$ cat config.mk
export PLATFORM = sky130hd
export DESIGN_NAME = dpt_unit
export DESIGN_NICKNAME = d
export VERILOG_FILES = /design/src/hdl/dpt_pkg.sv /design/src/hdl/dpt_unit.sv
export SDC_FILE = /design/constraint.sdc
export NUM_CORES = 1
export LEC_CHECK = 0
export CORE_MARGIN = 5
export CORE_UTILIZATION = 52
export CTS_BUF_LIST = sky130_fd_sc_hd__clkbuf_2 sky130_fd_sc_hd__clkbuf_4 sky130_fd_sc_hd__clkbuf_8
export CTS_CLUSTER_DIAMETER = 50
export DETAILED_ROUTE_END_ITERATION = 12
export DONT_BUFFER_PORTS = 1
export MAX_ROUTING_LAYER = met4
export PLACE_DENSITY = 0.67
export SYNTH_ARGS = -nofsm -noshare
export SYNTH_HDL_FRONTEND = slang
export SYNTH_SLANG_ARGS = --single-unit
$ cat constraint.sdc
create_clock -name i_ref_clk -period 18.8 [get_ports i_ref_clk]
set_clock_uncertainty 0.05 [all_clocks]
set_input_delay 1.88 -clock i_ref_clk [delete_from_list [all_inputs] [get_ports i_ref_clk]]
set_output_delay 1.88 -clock i_ref_clk [all_outputs]
set_load 0.005 [all_outputs]
$ cat src/hdl/dpt_pkg.sv
/*
 Package of the debug, performance, trace and watch unit: register
 numbers, field positions, reset values and carrier types.
 Assumes a core register port that addresses registers by number.
*/
`default_nettype none

package dpt_pkg;

  // ----------------------------------------------------------------
  // Register numbers on the core register port
  // ----------------------------------------------------------------
  localparam logic [7:0] DPT_REG_WATCH_CTL0 = 8'h00;
  localparam logic [7:0] DPT_REG_WATCH_STA0 = 8'h04;
  localparam logic [7:0] DPT_REG_WATCH_LOW0 = 8'h08;
  localparam logic [7:0] DPT_REG_WATCH_HIGH0 = 8'h09;
  localparam logic [7:0] DPT_REG_PERF_MASK = 8'h10;
  localparam logic [7:0] DPT_REG_CYCLE_LOW = 8'h11;
  localparam logic [7:0] DPT_REG_CYCLE_HIGH = 8'h12;
  localparam logic [7:0] DPT_REG_PERF_COUNT = 8'h13;
  localparam logic [7:0] DPT_REG_TRACE_INDEX = 8'h14;
  localparam logic [7:0] DPT_REG_TRACE_ENTRY0 = 8'h18;

  // ----------------------------------------------------------------
  // Field positions
  // ----------------------------------------------------------------
  localparam int DPT_SUM_BIT = 31;
  localparam int DPT_EVENT_BITS = 31;
  localparam int DPT_CTL_MODE_LSB = 0;
  localparam int DPT_CTL_COUNT_LSB = 16;
  localparam int DPT_STA_EXEC_LSB = 16;
  localparam int DPT_STA_COUNT_LSB = 0;
  localparam int DPT_COUNT_BITS = 16;

  // ----------------------------------------------------------------
  // Reset values
  // ----------------------------------------------------------------
  localparam logic [31:0] DPT_MASK_RESET = 32'h0000_0000;
  localparam logic [63:0] DPT_CYCLE_RESET = 64'h0000_0000_0000_0000;
  localparam logic [1:0] DPT_WATCH_DISABLED = 2'h0;

  // ----------------------------------------------------------------
  // Carrier types
  // ----------------------------------------------------------------
  typedef struct packed {
    logic rd;
    logic wr;
    logic wide;
    logic priv;
    logic [7:0] num;
    logic [31:0] wdata;
  } dpt_req_s;

  typedef struct packed {
    logic [DPT_EVENT_BITS-1:0] events;
    logic fetch_nonseq;
    logic [31:0] fetch_pc;
  } dpt_core_s;

endpackage

`default_nettype wire

$ cat src/hdl/dpt_unit.sv
/*
 Debug, performance, trace and watch unit of a DSP core.
 Assumes the core presents one register request per cycle on the core
 register port, synchronous to i_ref_clk, acks it the same cycle and gives read data the next.
*/
`timescale 1ns/1ps
`default_nettype none

module dpt_unit
  import dpt_pkg::*;
#(
  parameter int WATCH_COUNT = 3,
  parameter int TRACE_DEPTH = 8
)(
  input wire logic i_ref_clk,
  input wire logic i_rst_n,
  input wire logic i_jtag_rst_n,
  input wire dpt_req_s i_req,
  input wire dpt_core_s i_core,
  input wire logic [WATCH_COUNT-1:0] i_watch_hit,
  output logic [31:0] o_rdata,
  output logic o_ack,
  output logic o_reject
);

  // ----------------------------------------------------------------
  // Reset release
  // ----------------------------------------------------------------
  logic rst_meta_q;
  logic rst_q;
  logic jtag_meta_q;
  logic jtag_q;

  // Register numbers and the 3-bit trace index only serve these ranges
  if (WATCH_COUNT < 1 || WATCH_COUNT > 4 || TRACE_DEPTH != 8)
  begin : g_bad_params
    $error("dpt_unit: unsupported parameters");
  end

  always_ff @(posedge i_ref_clk or negedge i_rst_n)
  begin
    if (!i_rst_n)
    begin
      rst_meta_q <= 1'b0;
      rst_q <= 1'b0;
    end
    else
    begin
      rst_meta_q <= 1'b1;
      rst_q <= rst_meta_q;
    end
  end

  always_ff @(posedge i_ref_clk or negedge i_jtag_rst_n)
  begin
    if (!i_jtag_rst_n)
    begin
      jtag_meta_q <= 1'b0;
      jtag_q <= 1'b0;
    end
    else
    begin
      jtag_meta_q <= 1'b1;
      jtag_q <= jtag_meta_q;
    end
  end

  // ----------------------------------------------------------------
  // Access decode
  // ----------------------------------------------------------------
  logic wide_bad;
  logic wr_ok;
  logic cyc_priv_bad;
  logic hit_cycle;

  // Wide moves are refused whole, never split into halves
  assign wide_bad = i_req.wide && (i_req.rd || i_req.wr);
  assign hit_cycle = (i_req.num == DPT_REG_CYCLE_LOW) ||
                     (i_req.num == DPT_REG_CYCLE_HIGH);
  assign cyc_priv_bad = i_req.wr && hit_cycle && !i_req.priv;
  assign wr_ok = i_req.wr && !wide_bad && !cyc_priv_bad;
  assign o_ack = (i_req.rd || i_req.wr) && !wide_bad && !cyc_priv_bad;
  assign o_reject = wide_bad || cyc_priv_bad;

  // ----------------------------------------------------------------
  // Performance mask and event counter
  // ----------------------------------------------------------------
  logic [31:0] mask_q;
  logic [31:0] perf_q;
  logic [DPT_EVENT_BITS-1:0] picked;
  logic [5:0] picked_sum;

  always_ff @(posedge i_ref_clk or negedge rst_q)
  begin
    if (!rst_q)
    begin
      mask_q <= DPT_MASK_RESET;
    end
    else if (wr_ok && i_req.num == DPT_REG_PERF_MASK)
    begin
      mask_q <= i_req.wdata;
    end
  end

  // Bus transfer kinds and unit instruction bits are plain event lines
  assign picked = i_core.events & mask_q[DPT_EVENT_BITS-1:0];

  always_comb
  begin
    picked_sum = 6'h00;
    for (int i = 0; i < DPT_EVENT_BITS; i++)
    begin
      picked_sum = picked_sum + {5'h00, picked[i]};
    end
  end

  always_ff @(posedge i_ref_clk or negedge rst_q)
  begin
    if (!rst_q)
    begin
      perf_q <= 32'h0000_0000;
    end
    else if (wr_ok && i_req.num == DPT_REG_PERF_COUNT)
    begin
      perf_q <= i_req.wdata;
    end
    else if (mask_q[DPT_SUM_BIT])
    begin
      perf_q <= perf_q + 32'(picked_sum);
    end
    else if (|picked)
    begin
      perf_q <= perf_q + 32'h0000_0001;
    end
  end

  // ----------------------------------------------------------------
  // Cycle counter
  // ----------------------------------------------------------------
  logic [63:0] cycle_q;

  // Only the test access port reset clears it
  always_ff @(posedge i_ref_clk or negedge jtag_q)
  begin
    if (!jtag_q)
    begin
      cycle_q <= DPT_CYCLE_RESET;
    end
    else if (wr_ok && i_req.num == DPT_REG_CYCLE_LOW)
    begin
      cycle_q <= {cycle_q[63:32], i_req.wdata};
    end
    else if (wr_ok && i_req.num == DPT_REG_CYCLE_HIGH)
    begin
      cycle_q <= {i_req.wdata, cycle_q[31:0]};
    end
    else
    begin
      cycle_q <= cycle_q + 64'h0000_0000_0000_0001;
    end
  end

  // ----------------------------------------------------------------
  // Watchpoints
  // ----------------------------------------------------------------
  logic [31:0] wctl_q [WATCH_COUNT];
  logic [1:0] wexec_q [WATCH_COUNT];
  logic [DPT_COUNT_BITS-1:0] wcnt_q [WATCH_COUNT];
  logic [31:0] wlow_q [WATCH_COUNT];
  logic [31:0] whigh_q [WATCH_COUNT];

  for (genvar w = 0; w < WATCH_COUNT; w++)
  begin : g_watch
    localparam logic [7:0] W8 = 8'(w);
    localparam logic [7:0] W2 = 8'(2 * w);
    logic ctl_wr;

    assign ctl_wr = wr_ok && i_req.num == DPT_REG_WATCH_CTL0 + W8;

    always_ff @(posedge i_ref_clk or negedge rst_q)
    begin
      if (!rst_q)
      begin
        wctl_q[w] <= 32'h0000_0000;
      end
      else if (ctl_wr)
      begin
        wctl_q[w] <= i_req.wdata;
      end
    end

    always_ff @(posedge i_ref_clk or negedge rst_q)
    begin
      if (!rst_q)
      begin
        wexec_q[w] <= DPT_WATCH_DISABLED;
        wcnt_q[w] <= '0;
      end
      else if (ctl_wr)
      begin
        wexec_q[w] <= i_req.wdata[DPT_CTL_MODE_LSB +: 2];
        wcnt_q[w] <= i_req.wdata[DPT_CTL_COUNT_LSB +: DPT_COUNT_BITS];
      end
      else if (wexec_q[w] != DPT_WATCH_DISABLED && i_watch_hit[w] &&
               wcnt_q[w] != '0)
      begin
        // Counter stops at zero rather than wrapping
        wcnt_q[w] <= wcnt_q[w] - 16'h0001;
      end
    end

    // Pointers left without reset to save reset fan-out
    always_ff @(posedge i_ref_clk)
    begin
      if (wr_ok && i_req.num == DPT_REG_WATCH_LOW0 + W2)
      begin
        wlow_q[w] <= i_req.wdata;
      end
      if (wr_ok && i_req.num == DPT_REG_WATCH_HIGH0 + W2)
      begin
        whigh_q[w] <= i_req.wdata;
      end
    end
  end

  // ----------------------------------------------------------------
  // Trace buffer
  // ----------------------------------------------------------------
  logic [31:0] trace_q [TRACE_DEPTH];
  logic [2:0] tidx_q;
  logic tfirst_q;
  logic [2:0] tnext;

  // First fetch lands in entry zero, later ones step on
  assign tnext = tfirst_q ? 3'h0 : tidx_q + 3'h1;

  // No software write path exists here
  always_ff @(posedge i_ref_clk or negedge rst_q)
  begin
    if (!rst_q)
    begin
      tidx_q <= 3'h0;
      tfirst_q <= 1'b1;
      for (int i = 0; i < TRACE_DEPTH; i++)
      begin
        trace_q[i] <= 32'h0000_0000;
      end
    end
    else if (i_core.fetch_nonseq)
    begin
      trace_q[tnext] <= i_core.fetch_pc;
      tidx_q <= tnext;
      tfirst_q <= 1'b0;
    end
  end

  // ----------------------------------------------------------------
  // Read data
  // ----------------------------------------------------------------
  logic [31:0] rd_d;
  logic [31:0] rdata_q;

  always_comb
  begin
    rd_d = 32'h0000_0000;
    case (i_req.num)
      DPT_REG_PERF_MASK: rd_d = mask_q;
      DPT_REG_PERF_COUNT: rd_d = perf_q;
      DPT_REG_CYCLE_LOW: rd_d = cycle_q[31:0];
      DPT_REG_CYCLE_HIGH: rd_d = cycle_q[63:32];
      DPT_REG_TRACE_INDEX: rd_d = 32'(tidx_q);
      default: rd_d = 32'h0000_0000;
    endcase
    for (int i = 0; i < TRACE_DEPTH; i++)
    begin
      if (i_req.num == DPT_REG_TRACE_ENTRY0 + 8'(i))
      begin
        rd_d = trace_q[i];
      end
    end
    for (int w = 0; w < WATCH_COUNT; w++)
    begin
      if (i_req.num == DPT_REG_WATCH_CTL0 + 8'(w))
      begin
        rd_d = wctl_q[w];
      end
      if (i_req.num == DPT_REG_WATCH_STA0 + 8'(w))
      begin
        rd_d = '0;
        rd_d[DPT_STA_EXEC_LSB +: 2] = wexec_q[w];
        rd_d[DPT_STA_COUNT_LSB +: DPT_COUNT_BITS] = wcnt_q[w];
      end
      if (i_req.num == DPT_REG_WATCH_LOW0 + 8'(2 * w))
      begin
        rd_d = wlow_q[w];
      end
      if (i_req.num == DPT_REG_WATCH_HIGH0 + 8'(2 * w))
      begin
        rd_d = whigh_q[w];
      end
    end
  end

  // Reads of the cycle counter are open in every mode
  always_ff @(posedge i_ref_clk or negedge rst_q)
  begin
    if (!rst_q)
    begin
      rdata_q <= 32'h0000_0000;
    end
    else if (i_req.rd && o_ack)
    begin
      rdata_q <= rd_d;
    end
  end

  assign o_rdata = rdata_q;

endmodule

`default_nettype wire

==> results of run 1 <==
-- cell type report --
cell class / count / area (µm²)
inverters: 57 / 214.0
multi-input cells: 2428 / 16650
well taps: 950 / 1189
diodes: 6 / 15.01
fillers: 6115 / 30300
repair buffers: 64 / 493.0
clock buffers: 195 / 2421
flip-flops and latches: 760 / 19990
clock inverters: 46 / 465.4
-- kinds of logic (layout without fill, tap and decap cells) --
group	after synthesis	count (layout)	share of synthesized area
mux	379	379	0.1207
fa+ha+maj	47	47	0.02059
simple gates	1079	1079	0.1326
compound gates	846	846	0.1459
xor+xnor	75	75	0.01743
flops	760	760	0.5303
other cells	1	8	0.00009953
buf+inv	283	362	0.03238
-- metal layers --
layer | vias up | global-route usage | wire (µm)
li1 | 12832 | - | -
met1 | 15397 | 0.4651 | 53010
met2 | 1902 | 0.5467 | 63770
met3 | 465 | 0.08370 | 14150
met4 | 0 | 0.2169 | 10370
met5 | - | - | 0
-- cells in the final DEF (no fill, tap or decap), types with 40 or more instances in the layout --
master    netlist  final
dfrtp_1       567    565
nand2_1       520    520
mux2_2        304    304
o21ai_0       234    234
edfxtp_1      192    192
nor2_1        186    173
a21oi_1       170    170
clkbuf_8        0    153
nand3_1        88     85
o22ai_1        72     72
buf_4           4     63
inv_1          56     56
a22oi_1        54     54
nor3_1         62     53
xnor2_1        52     52
a221oi_1       46     46
mux2i_1        45     45
clkbuf_4        0     42
nand4_1        40     40
-- state kept, by name, summed over array words and instances (netlist names) --
signal       flops
trace_q        256
mask_q          32
jtag_meta_q      1
o_rdata         32
wlow_q          96
wctl_q          96
wcnt_q          48
whigh_q         96
perf_q          32
rst_q            1
tfirst_q         1
jtag_q           1
cycle_q         64
rst_meta_q       1
tidx_q           3
-- power by group --
group          total (µW)  internal [µW]  leakage, µW  switching (µW)
registers            2390           2060      0.00878             329
clock network        1660            933      0.00153             729
logic                 893            467      0.00654             427
total                4940           3460       0.0169            1480
-- per-stage QoR --
step | utilization | setup WS (ns) | power [µW] | std cells | hold WS (ns)
final | 0.5777 | 11.90 | 4942 | 4506 | 0.2961
after global routing | 0.5777 | 11.66 | 5140 | 4506 | 0.3059
after CTS | 0.5774 | 11.97 | 4927 | 4500 | 0.2975
after detailed placement | 0.5372 | 11.11 | 3282 | 4259 | 0.2847
after global placement | 0.5372 | 11.18 | 3228 | 4259 | 0.2848
after floorplan | - | 3.724 | 2970 | 3471 | 0.2812
-- path summary, 6_finish.rpt --
path,from,slack (ns),end,cells past startpoint
setup / recovery,i_core[33],11.90,perf_q[28],18
hold / removal,rst_meta_q,0.30,rst_q,0
setup reg to reg,perf_q[0],12.52,perf_q[28],17
hold reg to reg,rst_meta_q,0.30,rst_q,0
max in group asynchronous,rst_q,15.29,wctl_q[38],3
min in group asynchronous,rst_q,0.35,trace_q[203],0
==> flow_summary.yaml, run 1 <==
run_status:
  outcome: "finished clean"
die:
  start_util: 0.5253
  rows: 98
  dieHeight_um: 279.2
  die_w_um: 279.2
  ios: 148
  die_area_um2: 77940
  design.core.area_um2: 71730
detailed_routing:
  routed-via-count: 30596
  drc: 0
  drtIter0Drc: 4149
  drt_wl_total_um: 141300
  postRouteAntennaNets: 0
  drt_pre_antenna_iters: 9
  avgRoutedWirePerCell_um: 31.36
  viasPerCell: 6.790
worst_hold_path:
  holdCritPathClass: "reg -> reg"
clocking:
  h-tree-depth: 4
  cts_sinks: 760
  cts_resized: 0
  cts_hold_buf: 0
  cts_made_buffers: 134
  cts_setup_buffers: 0
  clk_pin_slew_ns: 0.06
  cts_tree: "built"
  insertion_delay_ns: 0.81
  clock_path_buffers: 3
  cts-root-buf: "clkbuf_8"
timing:
  max-slew-margin-rel: 0.1701
  hold_viol: 0
  fmax_mhz: 145.0
  tns_ns: 0
  finalSetupViolCount: 0
  worst-slew-pin-transition_ns: 1.242
  slew_viol_final: 0
  rsz0062_at_grt: "no"
  post-route-min-period_ns: 6.898
  post-route-period-util: 0.3669
synthesis:
  synth.most_common_cell: "dfrtp_1"
  synth_flop_cell: "dfrtp_1"
  synthTopCellsByArea: "dfrtp_1 (38%), edfxtp_1 (15%), mux2_2 (9.1%), nand2_1 (5.2%), o21ai_0 (3.1%)"
  synth-edff-count: 192
  ys_ff_latch: 760
  syn_area_per_cell_um2: 10.86
  synth_top_area_frac: 0.3766
  yosys-top-cells-count: "dfrtp_1 (567), nand2_1 (520), mux2_2 (304)"
  syn_inst: 3470
  synth.distinct_cells: 90
  synth_top_area_cell: "dfrtp_1"
  synth.cell_area_um2: 37680
  yosysWarnings: 0
  ys_seq_area_frac: 0.5303
  ys_async_sr_fraction: 0.7474
global_route:
  grt_max_degree: 179
  grt_pass1_wl_um: 206300
  grt.total_usage: 0.3680
  grt_pass1_vias: 30118
  antenna_found_initial: 15
  grt_overflow: 0
placed_design:
  hpwlAfterDp_um: 94620
  gp_congestion: 1.005
  port_buffers: 0
  dpl-instance-area_um2: 38530
finish:
  postLayoutCellArea_um2: 41440
  final_nets: 3606
  drive_above_1_share: 0.1983
  area_growth_pct: 9.976
power_and_ir_drop:
  ir_drop_uv: 81.50
  power_leakage_uw: 0.01685
  power_density_nw_per_um2: 119.3
setup_path:
  path_cells: "and2_1, fa_1, inv_1, fa_1, fa_1, fa_1, fa_1, fa_1, inv_1, ha_1, fa_1, a21oi_1, o2111ai_1, a21oi_1, o21a_1, nor4_1, xnor2_1, o21ai_0"
  crit_top_cell: "fa_1"
  required_ns: 19.37
  critical-path-top-delay-family: "adder cells"
  path_max_fanout: 12
  arrival_ns: 7.47
  critPathSlowestCell: "fa_1"
  end_kind: "register"
  worstSetupStartpointType: "input port"
  critPathMaxStageDelay_ns: 0.54
  worstSetupPathType: "in -> reg"
  crit_buf_inv: 2
flow_run:
  max_cap_viol_count: 0
(Power assumes the default switching activity.)
==> run 2, diff against run 1 <==
--- a/config.mk
+++ b/config.mk
@@ -12,7 +12,7 @@
 export DETAILED_ROUTE_END_ITERATION = 12
 export DONT_BUFFER_PORTS = 1
 export MAX_ROUTING_LAYER = met4
-export PLACE_DENSITY = 0.67
+export PLACE_DENSITY = 0.7
 export SYNTH_ARGS = -nofsm -noshare
 export SYNTH_HDL_FRONTEND = slang
 export SYNTH_SLANG_ARGS = --single-unit
==> constraint.sdc (replaced) <==
create_clock -name i_ref_clk -period 5.62 [get_ports i_ref_clk]
set_clock_uncertainty 0.05 [all_clocks]
set_input_delay 0.562 -clock i_ref_clk [delete_from_list [all_inputs] [get_ports i_ref_clk]]
set_output_delay 0.562 -clock i_ref_clk [all_outputs]
set_load 0.005 [all_outputs]
==> run 2 against run 1 <==
  * Non-clock buffer count rose by 120
  * Global-route usage fell by 0.65 points
  * Combinational power rose to 3.5 times the previous value
  * Die area did not move
  * Setup slack got worse by 12 ns
  * Largest cell class unchanged
  * Largest power group unchanged
  * Highest routed layer unchanged
==> flow_summary.yaml, run 2 (synthesis results as in run 1) <==
global_route:
  antenna_found_initial: 19
  grt_max_degree: 166
  grt_pass1_wl_um: 203500
  grt.total_usage: 0.3615
  grt_overflow: 0
  grt_pass1_vias: 29983
detailed_routing:
  drt_pre_antenna_iters: 6
  avgRoutedWirePerCell_um: 30.03
  drc: 0
  drtIter0Drc: 3951
  routed-via-count: 31038
  viasPerCell: 6.683
  drt_wl_total_um: 139500
  postRouteAntennaNets: 0
setup_path:
  end_kind: "register"
  critPathSlowestCell: "fa_1"
  path_max_fanout: 6
  critical-path-top-delay-family: "adder cells"
  critPathMaxStageDelay_ns: 0.57
  path_cells: "nand2_1, fa_1, inv_2, fa_1, inv_2, fa_1, fa_1, fa_1, fa_1, inv_1, ha_2, fa_2, a21oi_4, o2111ai_2, a21oi_2, o21a_4, buf_12, nor3_1, xnor2_1, o21ai_1"
  arrival_ns: 6.15
  worstSetupStartpointType: "register"
  crit_top_cell: "fa_1"
  crit_buf_inv: 4
  worstSetupPathType: "reg -> reg"
  required_ns: 6.24
clocking:
  cts_made_buffers: 135
  insertion_delay_ns: 0.81
  cts_sinks: 760
  cts_tree: "built"
  clk_pin_slew_ns: 0.06
  cts-root-buf: "clkbuf_8"
  clock_path_buffers: 3
  h-tree-depth: 4
finish:
  final_core_util: 0.5976
  largest_reg_flops: 256
  final_common_cell: "dfrtp_1"
  final_nets: 3727
  final_cells: 4644
  final_cell_mix: "dfrtp_1 (565), nand2_1 (519), mux2_2 (304), o21ai_0 (225), edfxtp_1 (192)"
  largest_register: "trace_q"
  postLayoutCellArea_um2: 42860
  drive_above_1_share: 0.2117
  area_growth_pct: 13.77
die:
  design.core.area_um2: 71730
  ios: 148
  die_w_um: 279.2
  dieHeight_um: 279.2
  rows: 98
  die_area_um2: 77940
  start_util: 0.5253
timing:
  tns_ns: 0
  rsz0062_at_grt: "yes"
  hold-worst-slack_ns: 0.05021
  max-slew-margin-rel: 0.1112
  post-route-period-util: 0.9838
  hold_viol: 0
  slew_viol_final: 0
  post-route-min-period_ns: 5.529
  worst-slew-pin-transition_ns: 1.333
  finalSetupViolCount: 0
  fmax_mhz: 180.9
placed_design:
  gp_congestion: 1.009
  hpwlAfterDp_um: 92480
  dp_cells: 4301
  dpl-instance-area_um2: 38940
  port_buffers: 0
power_and_ir_drop:
  power_density_nw_per_um2: 394.1
  ir_drop_uv: 214.7
  power_leakage_uw: 0.01749
worst_hold_path:
  holdCritPathClass: "in -> reg"
run_status:
  outcome: "finished clean"
flow_run:
  max_cap_viol_count: 0
-- run 2: layout make-up --
class                      count  area [µm²]
fill                        5937       28870
multi-input combinational   2428       16750
sequential                   760       19990
timing repair buffer         184        1668
inverter                      57       214.0
clock inverter                47       511.7
tap                          950        1189
antenna                       19       47.55
clock buffer                 199        2495
-- run 2: what timing repair did --
action,4_1_cts,5_1_grt
resized for setup,9,25
cloned,1,1
hold buffers,71,0
pin swaps,11,7
buffers inserted,2,3
endpoints found under the setup margin,12,25
hold endpoints to repair,723,0
-- run 2: through the flow --
step | total power [µW] | worst slack, ns
after floorplan | 9922 | -0.007311
after global placement | 10830 | -0.2089
after detailed placement | 10960 | -0.2703
after CTS | 16830 | 0.03377
after global routing | 17550 | -0.1539
final | 16890 | 0.09131
-- run 2: path summary, 6_finish.rpt --
| path | startpoint | end | depth (start not counted) | slack [ns] |
|---|---|---|---|---|
| min in group asynchronous | rst_q | trace_q[105] | 0 | 0.28 |
| max in group asynchronous | rst_q | trace_q[155] | 1 | 3.87 |
| worst max-delay path | mask_q[10] | perf_q[12] | 20 | 0.09 |
| worst min-delay path | i_req[24] | cycle_q[24] | 3 | 0.05 |
| worst min register to register | rst_q | trace_q[105] | 0 | 0.28 |
| worst max register to register | mask_q[10] | perf_q[12] | 20 | 0.09 |
-- run 2: power by group --
| group | switching, µW | leakage, µW | internal (µW) | total [µW] |
|---|---|---|---|---|
| Sequential | 1090 | 0.00878 | 6880 | 7970 |
| Combinational | 1550 | 0.00713 | 1620 | 3170 |
| Clock | 2460 | 0.00157 | 3290 | 5750 |
| Total | 5100 | 0.0175 | 11800 | 16900 |
-- run 2: per-layer routing --
metal / vias up / GRT usage / share of wire
met3: 487 / 0.09732 / 0.11
li1: 13094 / - / -
met2: 1985 / 0.5295 / 0.45
met1: 15472 / 0.4503 / 0.37
met4: 0 / 0.2206 / 0.075
met5: - / - / 0
-- run 2: worst reg2reg max path, cell delays in order (launching register included) --
cell and delay [ns]:
dfrtp_1 0.35, nand2_1 0.08, fa_1 0.57, inv_2 0.05
fa_1 0.52, inv_2 0.04, fa_1 0.49, fa_1 0.44
fa_1 0.50, fa_1 0.49, inv_1 0.05, ha_2 0.19
fa_2 0.39, a21oi_4 0.15, o2111ai_2 0.14, a21oi_2 0.16
o21a_4 0.21, buf_12 0.17, nor3_1 0.08, xnor2_1 0.22
o21ai_1 0.07
